[src/rtl/scl_map.vh]
// offsets, field positions, reset values and codes for the strap latch
`ifndef SCL_MAP_VH
`define SCL_MAP_VH

// register byte offsets on the plain register port
`define SCL_ADDR_W        4
`define SCL_DATA_W        16
`define SCL_OFF_CTRL      4'h0
`define SCL_OFF_STRAP     4'h4
`define SCL_OFF_EFFECT    4'h8

// control register fields
`define SCL_CTRL_BCAST_DIS 0
`define SCL_CTRL_RESET     16'h0000

// strap register fields
`define SCL_ST_ADDR_LO    0
`define SCL_ST_ADDR_HI    2
`define SCL_ST_RX         3
`define SCL_ST_TX         4
`define SCL_ST_PLL        5
`define SCL_ST_REGDIS     6
`define SCL_ST_VOL_LO     7
`define SCL_ST_VOL_HI     8
`define SCL_ST_VALID      9

// effect register fields
`define SCL_EF_RXD_LO     0
`define SCL_EF_RXD_HI     1
`define SCL_EF_TXD        2
`define SCL_EF_REG_EN     3
`define SCL_EF_VOL_LO     4
`define SCL_EF_VOL_HI     5
`define SCL_EF_VOL_BAD    6
`define SCL_EF_PLL_OFF    7

// strap vector width, laid out as the strap register fields
`define SCL_STRAP_W       9

// receive clock speed codes
`define SCL_SPD_2M5       2'h0
`define SCL_SPD_25M       2'h1
`define SCL_SPD_125M      2'h2

// receive clock delay codes
`define SCL_RXD_NONE      2'h0
`define SCL_RXD_2NS       2'h1
`define SCL_RXD_8NS       2'h2

// io voltage codes
`define SCL_VOL_3V3       2'h0
`define SCL_VOL_2V5       2'h1
`define SCL_VOL_1V8       2'h2

// broadcast management address
`define SCL_BCAST_ADDR    5'h00

`endif

[src/rtl/scl_strap_latch.v]
// strap sampling at reset release, held configuration and its decoded effects
//
// The register offsets and the strobed register port are this design's own decisions.
`timescale 1ns/1ns
`include "scl_map.vh"

module scl_strap_latch (
   input  wire                    clk,
   input  wire                    rst,
   input  wire                    hardware_reset_n,
   input  wire [2:0]              mgmt_addr_strap,
   input  wire                    rx_clock_skew_strap,
   input  wire                    tx_clock_skew_strap,
   input  wire                    sleep_pll_shutdown_strap,
   input  wire                    io_regulator_disable_strap,
   input  wire [1:0]              io_voltage_select_strap,
   input  wire [2:0]              led_request,
   output reg  [2:0]              led_out,
   output reg  [2:0]              led_oe,
   input  wire [1:0]              rx_speed,
   input  wire                    sleep_mode,
   input  wire [4:0]              mgmt_frame_addr,
   input  wire                    mgmt_frame_valid,
   output reg                     mgmt_addr_hit,
   output reg                     mgmt_addr_miss,
   output reg  [2:0]              mgmt_addr,
   output reg  [1:0]              rx_clock_delay,
   output reg                     tx_clock_delay_2ns,
   output reg                     pll_shutdown,
   output reg                     io_regulator_enable,
   output reg  [1:0]              io_voltage,
   output reg                     io_voltage_invalid,
   output reg                     config_valid,
   input  wire [`SCL_ADDR_W-1:0]  reg_addr,
   input  wire [`SCL_DATA_W-1:0]  reg_wdata,
   input  wire                    reg_write,
   input  wire                    reg_read,
   output reg  [`SCL_DATA_W-1:0]  reg_rdata
);

   // receive clock delay from strap and speed
   // only the 125MHz code gets the short delay; the unused
   // speed code 3 falls to the long delay, the safer choice
   // since a slow clock tolerates extra skew
   function [1:0] rx_delay_code;
      input       strap;
      input [1:0] speed;
      begin
         if (!strap) begin
            rx_delay_code = `SCL_RXD_NONE;
         end else if (speed == `SCL_SPD_125M) begin
            rx_delay_code = `SCL_RXD_2NS;
         end else begin
            rx_delay_code = `SCL_RXD_8NS;
         end
      end
   endfunction

   // io voltage from the two-bit strap
   // both upper codes give 1.8V, so the low bit only
   // matters while the upper bit is clear
   function [1:0] vol_code;
      input [1:0] sel;
      begin
         case (sel)
            2'h0:    vol_code = `SCL_VOL_3V3;
            2'h1:    vol_code = `SCL_VOL_2V5;
            default: vol_code = `SCL_VOL_1V8;
         endcase
      end
   endfunction

   // control reset image, named so one bit can be picked out
   localparam [`SCL_DATA_W-1:0] ctrl_reset_image = `SCL_CTRL_RESET;

   // raw pin vector, all straps side by side
   // bit order is the strap register layout, so software
   // sees each pin at the same place it is held
   wire [`SCL_STRAP_W-1:0] pin_raw;          // straps as one vector
   reg  [`SCL_STRAP_W-1:0] pin_meta;         // first synchroniser stage
   reg  [`SCL_STRAP_W-1:0] pin_sync;         // second synchroniser stage
   reg                     hrst_meta;        // hw reset first stage
   reg                     hrst_sync_n;      // hw reset second stage
   reg                     capture_pending;  // a release has not been sampled yet
   reg  [`SCL_STRAP_W-1:0] strap_held;       // captured straps
   reg                     bcast_disable;    // software control bit
   wire [`SCL_DATA_W-1:0]  strap_word;       // strap register view
   wire [`SCL_DATA_W-1:0]  effect_word;      // effect register view
   reg  [`SCL_DATA_W-1:0]  next_rdata;       // read mux result
   wire                    reg_en;           // internal regulator in use
   wire [1:0]              vol_sel;          // held voltage strap
   wire                    addr_match;       // frame targets own address
   wire                    bcast_match;      // frame targets broadcast

   // gather the straps into one vector so a single loop can
   // synchronise them and one register can hold them
   assign pin_raw = {io_voltage_select_strap,
                     io_regulator_disable_strap,
                     sleep_pll_shutdown_strap,
                     tx_clock_skew_strap,
                     rx_clock_skew_strap,
                     mgmt_addr_strap};

   // two-stage synchronisers, straps come from board pins
   // pins settle slowly through resistors, so a metastable
   // first stage is expected near the release edge; only
   // the second stage is read by any logic
   genvar gi;
   generate
      for (gi = 0; gi < `SCL_STRAP_W; gi = gi + 1) begin : g_sync
         always @(posedge clk) begin
            if (rst) begin
               pin_meta[gi] <= 1'b0;
               pin_sync[gi] <= 1'b0;
            end else begin
               pin_meta[gi] <= pin_raw[gi];
               pin_sync[gi] <= pin_meta[gi];
            end
         end
      end
   endgenerate

   // hw reset pin synchroniser, held asserted during power-on reset
   // resets to the asserted level so capture waits until the
   // pin has been seen high once and that sample has passed both stages after power-on reset; same
   // depth as the strap path keeps both in step
   always @(posedge clk) begin
      if (rst) begin
         hrst_meta   <= 1'b0;
         hrst_sync_n <= 1'b0;
      end else begin
         hrst_meta   <= hardware_reset_n;
         hrst_sync_n <= hrst_meta;
      end
   end

   // capture sequencing: armed by either reset, fires on release
   // a pin pulse shorter than one cycle may be missed; the
   // board holds the reset pin low far longer than that
   // config_valid drops as soon as the pin is seen low
   // straps and hw reset share synchroniser depth, so the sampled
   // straps are the levels present when the pin went high
   always @(posedge clk) begin
      if (rst) begin
         capture_pending <= 1'b1;
         strap_held      <= {`SCL_STRAP_W{1'b0}};
         config_valid    <= 1'b0;
      end else if (!hrst_sync_n) begin
         capture_pending <= 1'b1;
         config_valid    <= 1'b0;
      end else if (capture_pending) begin
         strap_held      <= pin_sync;
         capture_pending <= 1'b0;
         config_valid    <= 1'b1;
      end
      // otherwise strap_held keeps its value whatever the pins do
   end

   // held strap fields
   // read from the held copy, never the live pins, so later
   // lamp activity cannot reach the configuration
   assign vol_sel = strap_held[`SCL_ST_VOL_HI:`SCL_ST_VOL_LO];
   assign reg_en  = ~strap_held[`SCL_ST_REGDIS];

   // shared pins: released during sampling, leds afterwards
   // a driven pin would override the board resistor and corrupt the strap
   // driving starts on the capture edge itself, together with
   // config_valid: the straps taken there are two cycles old,
   // so the lamps can no longer reach them
   // released again as soon as the hw reset pin is seen low
   always @(posedge clk) begin
      if (rst) begin
         led_out <= 3'h0;
         led_oe  <= 3'h0;
      end else if (!hrst_sync_n) begin
         led_out <= 3'h0;
         led_oe  <= 3'h0;
      end else begin
         led_out <= led_request;
         led_oe  <= 3'h7;
      end
   end

   // decoded configuration outputs, registered
   // every output comes from a flop so consumers see clean
   // levels; they trail the held straps by one cycle, and
   // show reset defaults until the first capture lands
   always @(posedge clk) begin
      if (rst) begin
         mgmt_addr           <= 3'h0;
         rx_clock_delay      <= `SCL_RXD_NONE;
         tx_clock_delay_2ns  <= 1'b0;
         pll_shutdown        <= 1'b0;
         io_regulator_enable <= 1'b1;
         io_voltage          <= `SCL_VOL_3V3;
         io_voltage_invalid  <= 1'b0;
      end else begin
         mgmt_addr <= strap_held[`SCL_ST_ADDR_HI:`SCL_ST_ADDR_LO];
         // speed may change at any time, delay follows it
         rx_clock_delay <= rx_delay_code(strap_held[`SCL_ST_RX], rx_speed);
         tx_clock_delay_2ns <= strap_held[`SCL_ST_TX];
         // pll only stops while actually asleep
         pll_shutdown <= sleep_mode & strap_held[`SCL_ST_PLL];
         io_regulator_enable <= reg_en;
         io_voltage <= vol_code(vol_sel);
         // external supply has no 3.3V option on code 00
         io_voltage_invalid <= ~reg_en & (vol_sel == 2'h0);
      end
   end

   // management address compare
   // the frame address is five bits, the strap only three,
   // so the upper two must be zero for an own match
   // broadcast disable matters only when the strap is not 0
   assign addr_match  = (mgmt_frame_addr ==
                         {2'b00, strap_held[`SCL_ST_ADDR_HI:`SCL_ST_ADDR_LO]});
   assign bcast_match = (mgmt_frame_addr == `SCL_BCAST_ADDR) & ~bcast_disable;

   // answer pulses one cycle after a frame address is offered
   // hit and miss are exclusive and last one cycle; a frame
   // seen while unconfigured is dropped, not queued
   always @(posedge clk) begin
      if (rst) begin
         mgmt_addr_hit  <= 1'b0;
         mgmt_addr_miss <= 1'b0;
      end else if (mgmt_frame_valid && config_valid) begin
         mgmt_addr_hit  <= addr_match | bcast_match;
         mgmt_addr_miss <= ~(addr_match | bcast_match);
      end else begin
         // before capture nothing is answered
         mgmt_addr_hit  <= 1'b0;
         mgmt_addr_miss <= 1'b0;
      end
   end

   // control register write
   // only offset 0 is writable; writes elsewhere are dropped
   // broadcast answering is on again after power-on reset
   always @(posedge clk) begin
      if (rst) begin
         bcast_disable <= ctrl_reset_image[`SCL_CTRL_BCAST_DIS];
      end else if (reg_write && reg_addr == `SCL_OFF_CTRL) begin
         bcast_disable <= reg_wdata[`SCL_CTRL_BCAST_DIS];
      end
   end

   // status views, unused bits read zero
   // the valid flag sits just above the straps so one read
   // shows both the settings and whether they are real
   assign strap_word  = {6'h00, config_valid, strap_held};
   assign effect_word = {8'h00, pll_shutdown, io_voltage_invalid,
                         io_voltage, io_regulator_enable,
                         tx_clock_delay_2ns, rx_clock_delay};

   // read mux, unmapped offsets return zero
   // offsets are decoded in full, so aliases read zero too
   // the views are combinational; the flop below holds the
   // selected word for exactly one cycle
   always @* begin
      next_rdata = {`SCL_DATA_W{1'b0}};
      case (reg_addr)
         `SCL_OFF_CTRL: begin
            next_rdata[`SCL_CTRL_BCAST_DIS] = bcast_disable;
         end
         `SCL_OFF_STRAP: begin
            next_rdata = strap_word;
         end
         `SCL_OFF_EFFECT: begin
            next_rdata = effect_word;
         end
         default: begin
            next_rdata = {`SCL_DATA_W{1'b0}};
         end
      endcase
   end

   // read data stands only in the cycle after the strobe
   // returning to zero lets an or-tree share the read path
   // with other blocks without extra gating, at the cost of
   // the master having to take the word in that one cycle
   always @(posedge clk) begin
      if (rst) begin
         reg_rdata <= {`SCL_DATA_W{1'b0}};
      end else if (reg_read) begin
         reg_rdata <= next_rdata;
      end else begin
         reg_rdata <= {`SCL_DATA_W{1'b0}};
      end
   end

endmodule

[config.mk]
export PLATFORM = sky130hd
export DESIGN_NAME = scl_strap_latch
export DESIGN_NICKNAME = d
export VERILOG_FILES = /design/src/rtl/scl_strap_latch.v
export VERILOG_INCLUDE_DIRS = /design/src /design/src/rtl
export SDC_FILE = /design/constraint.sdc
export NUM_CORES = 1
export LEC_CHECK = 0
export BUFFER_PORTS_ARGS = -buffer_cell sky130_fd_sc_hd__buf_2
export CAP_MARGIN = 25
export CORE_ASPECT_RATIO = 1.1
export CORE_MARGIN = 4
export CORE_UTILIZATION = 35
export DETAILED_ROUTE_END_ITERATION = 8
export GPL_TIMING_DRIVEN = 1
export SLEW_MARGIN = 5
export SYNTH_ARGS = -nofsm -noshare
export SYNTH_HDL_FRONTEND = slang
export SYNTH_SLANG_ARGS = --single-unit
export TNS_END_PERCENT = 10
[constraint.sdc]
create_clock -name clk -period 0.98 [get_ports clk]
set_input_delay 0.098 -clock clk [delete_from_list [all_inputs] [get_ports clk]]
set_output_delay 0.098 -clock clk [all_outputs]
set_load 0.02 [all_outputs]
After elaboration in Yosys (flattened, before gate mapping)
Index checks and enable logic that the tools add are counted.
- muxes and demuxes: 6
- eq/ne operators: 5
- reductions and logical operators: 10
- bitwise logic cells: 11
- operators by type and width (operator ; number):
    $pmux W9 S2 ; 1
    $reduce_or A2 Y1 ; 4
    $not A1 Y1 ; 7
    $eq A5 B3 Y1 ; 1
    $logic_not A5 Y1 ; 1
    $eq A4 B3 Y1 const B ; 1
    $eq A4 B4 Y1 const B ; 1
    $logic_not A4 Y1 ; 1
    $pmux W2 S2 ; 1
    $and A1 B1 Y1 ; 3
    $mux W3 ; 1
    $pmux W1 S3 ; 1
    $eq A2 B1 Y1 const B ; 1
    $eq A2 B2 Y1 const B ; 1
    $logic_and A1 B1 Y1 ; 2
    $logic_not A2 Y1 ; 1
    $mux W2 ; 1
    $reduce_and A2 Y1 ; 1
    $mux W1 ; 1
    $or A1 B1 Y1 ; 1
- output and inout port bits: 36
- logic and storage cells: 68
- flip-flop bits (word level): 67
- bits of input ports: 46

Longest topological paths before layout
Gate-level depths: netlist of run 1.
- depth in word-level cells: 4
- gate-level depth with buffers: 4
- mapped depth without buffers: 3

Least setup slack after synthesis of run 1
OpenSTA, ideal clock, no wires.
- kind: register to register
- start point: reg hrst_sync_n
- end point: reg strap_held[1]
- setup slack: -0.070 ns
- data arrival time: 0.918 ns
- cell stages (with the launch flop): 5
- library setup time: 0.132 ns
- buffers on the path: 1
- period minus slack after synthesis: 1.050 ns
- cells stage by stage: dfxtp_1 > clkbuf_1 > nand2_1 > nand2_1 > a21oi_1
- word-level cells in the longest chain between the ends: 1
- ends and longest elaborated chain (item ; RTL line ; source):
    from (decl) ; scl_strap_latch.v:83 ; reg hrst_sync_n;
    from (signal assigned) ; scl_strap_latch.v:133 ; hrst_sync_n <= hrst_meta;
    $reduce_and A2 Y1 (no source line) ; n/a ;
    to (signal assigned) ; scl_strap_latch.v:146 ; strap_held <= {`SCL_STRAP_W{1'b0}};
    to (signal assigned) ; scl_strap_latch.v:152 ; strap_held <= pin_sync;
    to (decl) ; scl_strap_latch.v:85 ; reg [`SCL_STRAP_W-1:0] strap_held;
No other way between the ends.
A chain may end at the register's enable or synchronous reset.

Worst setup path after layout of run 1
- start point: reg tx_clock_delay_2ns
- end point: out tx_clock_delay_2ns
- RTL lines (item ; RTL line ; source):
    from (decl) ; scl_strap_latch.v:28 ; output reg tx_clock_delay_2ns,
    from (signal assigned) ; scl_strap_latch.v:201 ; tx_clock_delay_2ns <= strap_held[`SCL_ST_TX];
No word-level cell between the ends.

==> results of run 1 <==
worst paths after layout:
kind / start / depth (start not counted) / endpoint / slack [ns]
max reg2reg: strap_held[0] / 3 / mgmt_addr_miss / 0.07
min reg2reg: strap_held[6] / 1 / io_regulator_enable / 0.43
max: tx_clock_delay_2ns / 1 / tx_clock_delay_2ns / 0.05
min: mgmt_frame_addr[4] / 3 / mgmt_addr_hit / 0.04
worst min-delay path, stage by stage:
cell and delay (ns):
buf_2 0.07, or2_2 0.10, nor3_1 0.04
where the power goes:
group | switching, mW | internal (mW)
registers | 0.0168 | 2.45
logic | 0.143 | 0.150
clock network | 0.816 | 1.30
metrics by stage:
stage | area (um^2) | utilization
after global routing | 2660 | 0.497
after detailed placement | 2320 | 0.432
after floorplan | 1950 | -
final | 2660 | 0.497
after global placement | 2320 | 0.432
after CTS | 2650 | 0.495
what timing repair did:
item / CTS / global route
cloned: 0 / 0
hold buffers: 14 / 0
gates resized for setup: 2 / 3
pin swaps: 1 / 0
hold endpoints to repair: 14 / 0
endpoints found under the setup margin: 2 / 4
cell usage after synthesis, drive strengths merged:
cell type | instances | share of area
inv | 1 | 0.0019
nand4b | 1 | 0.0045
buf | 8 | 0.031
nor4b | 3 | 0.029
nor3b | 2 | 0.0078
nor4 | 1 | 0.0033
and3b | 1 | 0.0045
a22oi | 8 | 0.031
nand3 | 9 | 0.023
nand2b | 3 | 0.0097
nor2 | 11 | 0.021
a31oi | 1 | 0.0033
nand2 | 11 | 0.021
mux2 | 1 | 0.0058
o21ba | 1 | 0.0052
dfxtp | 59 | 0.61
or2 | 1 | 0.0033
and2 | 3 | 0.0097
a21oi | 10 | 0.026
o41ai | 1 | 0.0045
clkbuf | 8 | 0.016
conb | 1 | 0.0019
xnor2 | 3 | 0.014
nand3b | 1 | 0.0039
nor3 | 2 | 0.0052
nor2b | 28 | 0.091
and3 | 2 | 0.0078
flip-flops by register name, summed over array words and instances, names as in the netlist, 2 cells and up:
signal	count
rx_clock_delay	2
pin_meta	9
led_out	3
pin_sync	9
strap_held	9
mgmt_addr	3
io_voltage	2
reg_rdata	10
cells by family after synthesis:
kind of cell,after synthesis,synth area share
flops,59,0.613
buf+inv,17,0.0487
compound gates,21,0.0702
xor+xnor,3,0.0136
simple gates,79,0.246
other cells,1,0.00195
mux,1,0.00585
final cells by class:
| cell class | count | share of cell area |
|---|---|---|
| clock inverter | 2 | 0.0132 |
| inverter | 1 | 0.00141 |
| clock buffer | 13 | 0.0597 |
| tap | 75 | 0.0352 |
| timing repair buffer | 83 | 0.192 |
| multi-input combinational | 110 | 0.255 |
| sequential | 59 | 0.444 |
per-layer routing:
metal,vias up,share of wire,wire length (um),global-route usage
met5,-,0,0,0
met4,0,0.021,75,0.0906
met3,7,0.077,280,0.0389
met2,37,0.51,1860,0.196
met1,627,0.39,1420,0.115
li1,750,-,-,-
==> out/results.ini, run 1 <==
[critical_path]
slowest_stage=dfxtp_1
worst-path-max-fanout=2
endpoint_kind=output port
cp_data_arrival_time_ns=0.83
worstSetupPathType=reg -> out
setup.worst_path.start_class=flip-flop
crit_family=flip-flops
worstPathRequired_ns=0.88
cp_num_buf_inv=1
crit_chain=buf_2
cpPeakStageDelay_ns=0.34

[flow_run]
cap_violations=0

[drt]
vias=1421
drt_wl_total_um=3630
ant_nets=0
drc_errors=0
routedWlPerCell_um=10.6
first_iter_violations=8
dr.pass1.iters=4
via_per_inst=4.14

[placed_design]
routabilityCongestion=0.695
dp_slack_ns=-0.00121
portBuffers=60
dp_cells=314
hpwl_um=2620

[final_layout]
finalNetCount=310
regArea_um2=1180
layout_commonest_cell=buf_2
layout-drive-gt1-share=0.347
num-fill-cells=520
syn_to_final_growth_pct=38.3
stdcell_count=343
final_cell_mix=buf_2 (59), dfxtp_1 (58), nor2b_1 (27), dlygate4sd3_1 (14)
n_antenna_cell=0
multi_input_area_um2=679

[timing]
setup_tns_ns=0
fmax_mhz=1080
drv_slew=0
setup_violations=0
fin_ws_ns=0.0508
min_period_ns=0.929
hold_viol=0
rsz0062_at_grt=yes
skew_ns=0.00585
hold_ws_ns=0.0393
min_period_over_period=0.948

[synthesis]
syn_area_um2=1930
syn_inst=181
syn_avg_cell_area_um2=10.6
ys_warn_count=0
yosysSeqAreaShare=0.613
ys_seq_elements=59
yosys.cell_types.count=28

[floorplanning]
die_area_um2=6750
die_w_um=78.7
start_util=0.359
num_rows=28
die_h_um=85.8
core_um2=5360
io_pins=82

[clocking]
cts_buffer_depth=2
cts_tree=done
clkLatencyLatePin_ns=0.32
root_buffer=clkbuf_8
htreeDepth=3
cts_inserted_buffers=9
cts.clk_slew.worst_paths_ns=0.06
post-cts-setup-buffers=0
cts_sinks=59

[grt]
antenna_found_initial=0
grt_pass1_wl_um=5870
grt_pass1_vias=1335
grt_usage=0.115
gr-total-overflow=0
grt_max_degree=21

[power_and_ir_drop]
leakagePower_nw=1.16
power_mw=4.87
p_per_area_nw_per_um2=1830
ir_drop_uv=1080

[status]
status=finished, final reports clean

[hold_path]
holdCritPathClass=in -> reg

(Power assumes the default switching activity.)
==> run 2: changes to the inputs <==
--- a/config.mk
+++ b/config.mk
@@ -13,6 +13,8 @@
 export CORE_UTILIZATION = 35
 export DETAILED_ROUTE_END_ITERATION = 8
 export GPL_TIMING_DRIVEN = 1
+export RECOVER_POWER = 50
+export SETUP_SLACK_MARGIN = 0.5
 export SLEW_MARGIN = 5
 export SYNTH_ARGS = -nofsm -noshare
 export SYNTH_HDL_FRONTEND = slang
==> out/results.ini, run 2 (synthesis results as in run 1) <==
[drt]
via_per_inst=4.15  ; +0.21%
dr.pass1.iters=4  ; unchanged
first_iter_violations=39  ; +31
drc_errors=0  ; unchanged
routedWlPerCell_um=10.8  ; +1.9%
vias=1370  ; -3.6%
drt_wl_total_um=3560  ; -2.0%
ant_nets=0  ; unchanged

[floorplanning]
start_util=0.359  ; unchanged
die_area_um2=6750  ; unchanged
die_w_um=78.7  ; unchanged
die_h_um=85.8  ; unchanged
io_pins=82  ; unchanged
num_rows=28  ; unchanged
core_um2=5360  ; unchanged

[final_layout]
largest_reg_flops=10  ; unchanged
finalNetCount=297  ; -4.2%
n_antenna_cell=0  ; unchanged
layout-drive-gt1-share=0.427  ; +0.0804
regArea_um2=1200  ; +1.6%
layout_commonest_cell=buf_2
num-fill-cells=526  ; +1.2%
regMostFlops=reg_rdata
multi_input_area_um2=711  ; +4.6%
syn_to_final_growth_pct=35.3
final_cell_mix=buf_2 (47), dfxtp_1 (45), nor2b_1 (27), dfxtp_2 (13), nor2_1 (11)

[critical_path]
reg2reg_slack_ns=0.08  ; about the same
cpPeakStageDelay_ns=0.36  ; +0.02 ns
r2r-end=mgmt_addr_miss
reg2reg_from=strap_held[2]
ff2ff_path_depth=3  ; unchanged
endpoint_kind=output port
setup.worst_path.start_class=flip-flop
worstSetupPathType=reg -> out
worstPathRequired_ns=0.88  ; about the same
crit_family=flip-flops
worst-path-max-fanout=3  ; +1
cp_num_buf_inv=1  ; unchanged
slowest_stage=dfxtp_1
crit_chain=buf_6
cp_data_arrival_time_ns=0.81  ; -0.02 ns

[timing]
min_period_over_period=0.930  ; -0.0178
rsz0062_at_grt=yes
skew_ns=0.00494  ; -0.000917 ns
hold_ws_ns=-0.0233  ; -0.0625 ns
min_period_ns=0.912  ; -0.0174 ns
fmax_mhz=1100  ; +1.9%
drv_slew=0  ; unchanged
hold_viol=14  ; +14
setup_violations=0  ; unchanged
fin_ws_ns=0.0682  ; +0.0174 ns

[clocking]
htreeDepth=3  ; unchanged
cts_inserted_buffers=9  ; unchanged
cts.clk_slew.worst_paths_ns=0.06  ; about the same
cts_sinks=59  ; unchanged
cts_tree=done
root_buffer=clkbuf_8
clkLatencyLatePin_ns=0.32  ; about the same
cts_buffer_depth=2  ; unchanged

[power_and_ir_drop]
clockPowerShare=0.395  ; -0.038
ir_drop_uv=613  ; -43%
power_mw=4.52  ; -7.2%
p_per_area_nw_per_um2=1730  ; -5.2%
seqPwrFrac=0.546  ; +0.039
p_int_mw=3.53  ; -9.4%
p_comb_frac=0.058  ; -0.002
p_sw_mw=0.991  ; +1.5%
leakagePower_nw=1.12  ; -4.0%
switching_share=0.219  ; +0.0189

[grt]
grt_pass1_wl_um=5710  ; -2.7%
grt_pass1_vias=1297  ; -2.8%
grt_max_degree=22  ; +4.8%
antenna_found_initial=0  ; unchanged
grt_usage=0.112  ; -0.00344
gr-total-overflow=0  ; unchanged

[status]
violations=hold timing
status=finished with violations

[placed_design]
portBuffers=60  ; unchanged
dp_slack_ns=-0.00270  ; -0.00150 ns
hpwl_um=2540  ; -3.1%
routabilityCongestion=0.723  ; +3.9%

[hold_path]
whs_endpoint=led_out[0]
holdCritPathClass=in -> reg
hold_start=led_request[0]
min_path_cells=2  ; -1

[flow_run]
cap_violations=0  ; unchanged

[run 2: cell count changes in the layout (fill, tap and decap cells not counted), moves of 2 or more]
| cell | delta |
|---|---|
| buf_6 | +10 |
| clkinv_2 | +2 |
| clkbuf_2 | +2 |
| dfxtp_1 | -13 |
| buf_2 | -12 |
| dlygate4sd3_1 | -14 |
| dfxtp_2 | +12 |
[run 2: metrics by stage]
| step | instance area [um^2] | setup TNS (ns) | util | std cells |
|---|---|---|---|---|
| finish | 2610 | 0 | 0.486 | 330 |
| global route | 2610 | 0 | 0.486 | 330 |
| CTS | 2550 | 0 | 0.476 | 328 |
| detailed placement | 2320 | -0.00270 | 0.433 | 313 |
| global placement | 2320 | 0 | 0.433 | 313 |
| floorplan | 1980 | 0 | - | 186 |
[run 2: worst max path at each step]
stage,startpoint,cells past startpoint,end
after floorplan,rx_clock_delay[0],3,reg_rdata[0]
after global placement,reg_addr[1],5,reg_rdata[0]
after detailed placement,reg_addr[1],5,reg_rdata[4]
after CTS,led_oe[1],1,led_oe[0]
after global routing,strap_held[2],3,mgmt_addr_miss
final,config_valid,1,config_valid
[run 2: final cells by class]
cell class,instances,share of cell area
sequential,59,0.461
inverter,1,0.00144
multi-input combinational,110,0.273
clock buffer,12,0.0557
timing repair buffer,70,0.168
clock inverter,3,0.00576
tap,75,0.0360
[run 2: power groups by stage]
stage | sequential, mW | clock (mW) | combinational (mW)
after floorplan | 2.53 | 0 | 0.159
after global placement | 2.52 | 0 | 0.248
after detailed placement | 2.52 | 0 | 0.250
after CTS | 2.47 | 1.86 | 0.256
after global routing | 2.48 | 1.96 | 0.290
final | 2.47 | 1.79 | 0.263
[run 2: repair_timing]
item	in CTS	in global routing
buffers inserted	0	2
gates resized for setup	28	18
endpoints found under the hold margin	14	11
pin swaps	0	5
setup endpoints to repair	79	79
[run 2: routing by layer]
layer	track usage	wire (um)	vias to the layer above
met1	0.117	1490	590
met4	0.0859	110	0
met5	0	0	-
met2	0.186	1710	46
li1	-	-	724
met3	0.0357	255	10
==> run 3: changes to the inputs <==
--- a/config.mk
+++ b/config.mk
@@ -9,7 +9,7 @@
 export BUFFER_PORTS_ARGS = -buffer_cell sky130_fd_sc_hd__buf_2
 export CAP_MARGIN = 25
 export CORE_ASPECT_RATIO = 1.1
-export CORE_MARGIN = 4
+export CORE_MARGIN = 2
 export CORE_UTILIZATION = 35
 export DETAILED_ROUTE_END_ITERATION = 8
 export GPL_TIMING_DRIVEN = 1
==> out/results.ini, run 3 (synthesis results as in run 1) <==
[placed_design]
dp_cells=313  ; unchanged
placed_area_um2=2320  ; unchanged
routabilityCongestion=0.775  ; +7.3%
hpwl_um=2340  ; -7.8%
portBuffers=60  ; unchanged

[grt]
grt_max_degree=22  ; unchanged
gr-total-overflow=0  ; unchanged
grt_pass1_wl_um=5080  ; -11%
grt_pass1_vias=1221  ; -5.9%
antenna_found_initial=0  ; unchanged
grt_usage=0.117  ; +0.00545

[drt]
dr.pass1.iters=4  ; unchanged
first_iter_violations=37  ; -5.1%
vias=1388  ; +1.3%
drt_wl_total_um=3530  ; -0.81%
routedWlPerCell_um=10.6  ; -1.7%
drc_errors=0  ; unchanged
ant_nets=0  ; unchanged
via_per_inst=4.17  ; +0.40%

[clocking]
cts_buffer_depth=2  ; unchanged
htreeDepth=3  ; unchanged
cts_sinks=59  ; unchanged
root_buffer=clkbuf_8
cts_tree=done
clkLatencyLatePin_ns=0.32  ; about the same
cts.clk_slew.worst_paths_ns=0.06  ; about the same
cts_inserted_buffers=9  ; unchanged

[final_layout]
post-route-cell-area_um2=2690  ; +3.1%
regArea_um2=1200  ; +0.10%
final_cell_mix=dfxtp_1 (46), buf_2 (46), nor2b_1 (28), buf_4 (12)
n_antenna_cell=0  ; unchanged
num-fill-cells=544  ; +3.4%
multi_input_area_um2=727  ; +2.3%
stdcell_count=333  ; +0.91%
largest_reg_flops=10  ; unchanged
regMostFlops=reg_rdata
layout-drive-gt1-share=0.434  ; +0.00666
syn_to_final_growth_pct=39.6
finalNetCount=299  ; +0.67%

[critical_path]
worstPathRequired_ns=1.19  ; +0.31 ns
cp-startpoint=strap_held[2]
endpoint_kind=flip-flop
reg2reg_slack_ns=0.05  ; -0.03 ns
cp_data_arrival_time_ns=1.15  ; +0.34 ns
setup.worst_path.start_class=flip-flop
worstSetupPathType=reg -> reg
ff2ff_path_depth=3  ; unchanged
worst-path-max-fanout=2  ; -1
reg2reg_from=strap_held[2]

[power_and_ir_drop]
switching_share=0.211  ; -0.00808
seqPwrFrac=0.501  ; -0.045
clockPowerShare=0.443  ; +0.048
leakagePower_nw=1.15  ; +3.2%
ir_drop_uv=937  ; +53%
p_int_mw=3.89  ; +10%
p_sw_mw=1.04  ; +4.9%
p_per_area_nw_per_um2=1830  ; +5.7%
p_comb_frac=0.056  ; -0.002

[floorplanning]
io_pins=82  ; unchanged
core_um2=5360  ; unchanged
die_w_um=74.7  ; -5.1%
die_area_um2=6110  ; -9.5%
die_h_um=81.8  ; -4.7%
num_rows=28  ; unchanged
start_util=0.359  ; unchanged

[flow_run]
cap_violations=0  ; unchanged

[timing]
skew_ns=0.00813  ; +0.00319 ns
rsz0062_at_grt=yes
setup_tns_ns=0  ; unchanged
drv_slew=0  ; unchanged
setup_violations=0  ; unchanged
min_period_ns=0.934  ; +0.0219 ns
hold_ws_ns=-0.0270  ; -0.00374 ns
fmax_mhz=1070  ; -2.3%
hold_viol=13  ; -1
min_period_over_period=0.953  ; +0.0224

[hold_path]
min_path_cells=2  ; unchanged
holdCritPathClass=in -> reg
hold_start=led_request[0]

[status]
violations=hold timing
status=finished with violations

-- run 3: per-layer routing --
layer  up-vias  share of wire  track usage
met1       601           0.44        0.123
met2        44           0.49        0.186
met4         0          0.033        0.113
met5         -              0            0
li1        733              -            -
met3        10          0.041       0.0331
-- run 3: final cells by class --
class                           instances  area share
Clock inverter                          4      0.0182
Inverter                                1     0.00140
Tap cell                               75      0.0349
Clock buffer                           12      0.0577
Sequential cell                        59       0.447
Multi-Input combinational cell        110       0.270
Timing Repair Buffer                   72       0.170
-- run 3: worst max-delay path, stage by stage (launching register included) --
cell and delay (ns):
dfxtp_2 0.34, xnor2_2 0.17, a31oi_2 0.11, o21ba_2 0.21
-- run 3: power groups by stage --
stage	combinational, mW	sequential (mW)	clock [mW]
after floorplan	0.159	2.53	0
after global placement	0.247	2.52	0
after detailed placement	0.250	2.52	0
after CTS	0.259	2.47	2.25
after global routing	0.305	2.47	2.35
final	0.278	2.47	2.18
-- run 3: final timing paths --
kind / endpoint
max: mgmt_addr_miss
min: led_out[0]
max reg2reg: mgmt_addr_miss
min reg2reg: pin_sync[8]
-- run 3: per-stage QoR --
step / utilization / power (mW) / worst slack, ns / hold WS [ns]
finish: 0.501 / 4.93 / 0.0463 / -0.0270
global route: 0.501 / 5.13 / 0.0126 / -0.0338
CTS: 0.488 / 4.98 / 0.0678 / -0.0430
detailed placement: 0.433 / 2.77 / 0.00984 / 0.303
global placement: 0.433 / 2.77 / 0.0147 / 0.298
floorplan: - / 2.69 / 0.0920 / 0.219
-- run 3: timing repair --
action,CTS,global route
gates resized for setup,30,16
cloned,0,1
setup endpoints to repair,79,79
pin swaps,2,3
hold endpoints to repair,14,12
buffers inserted,2,1
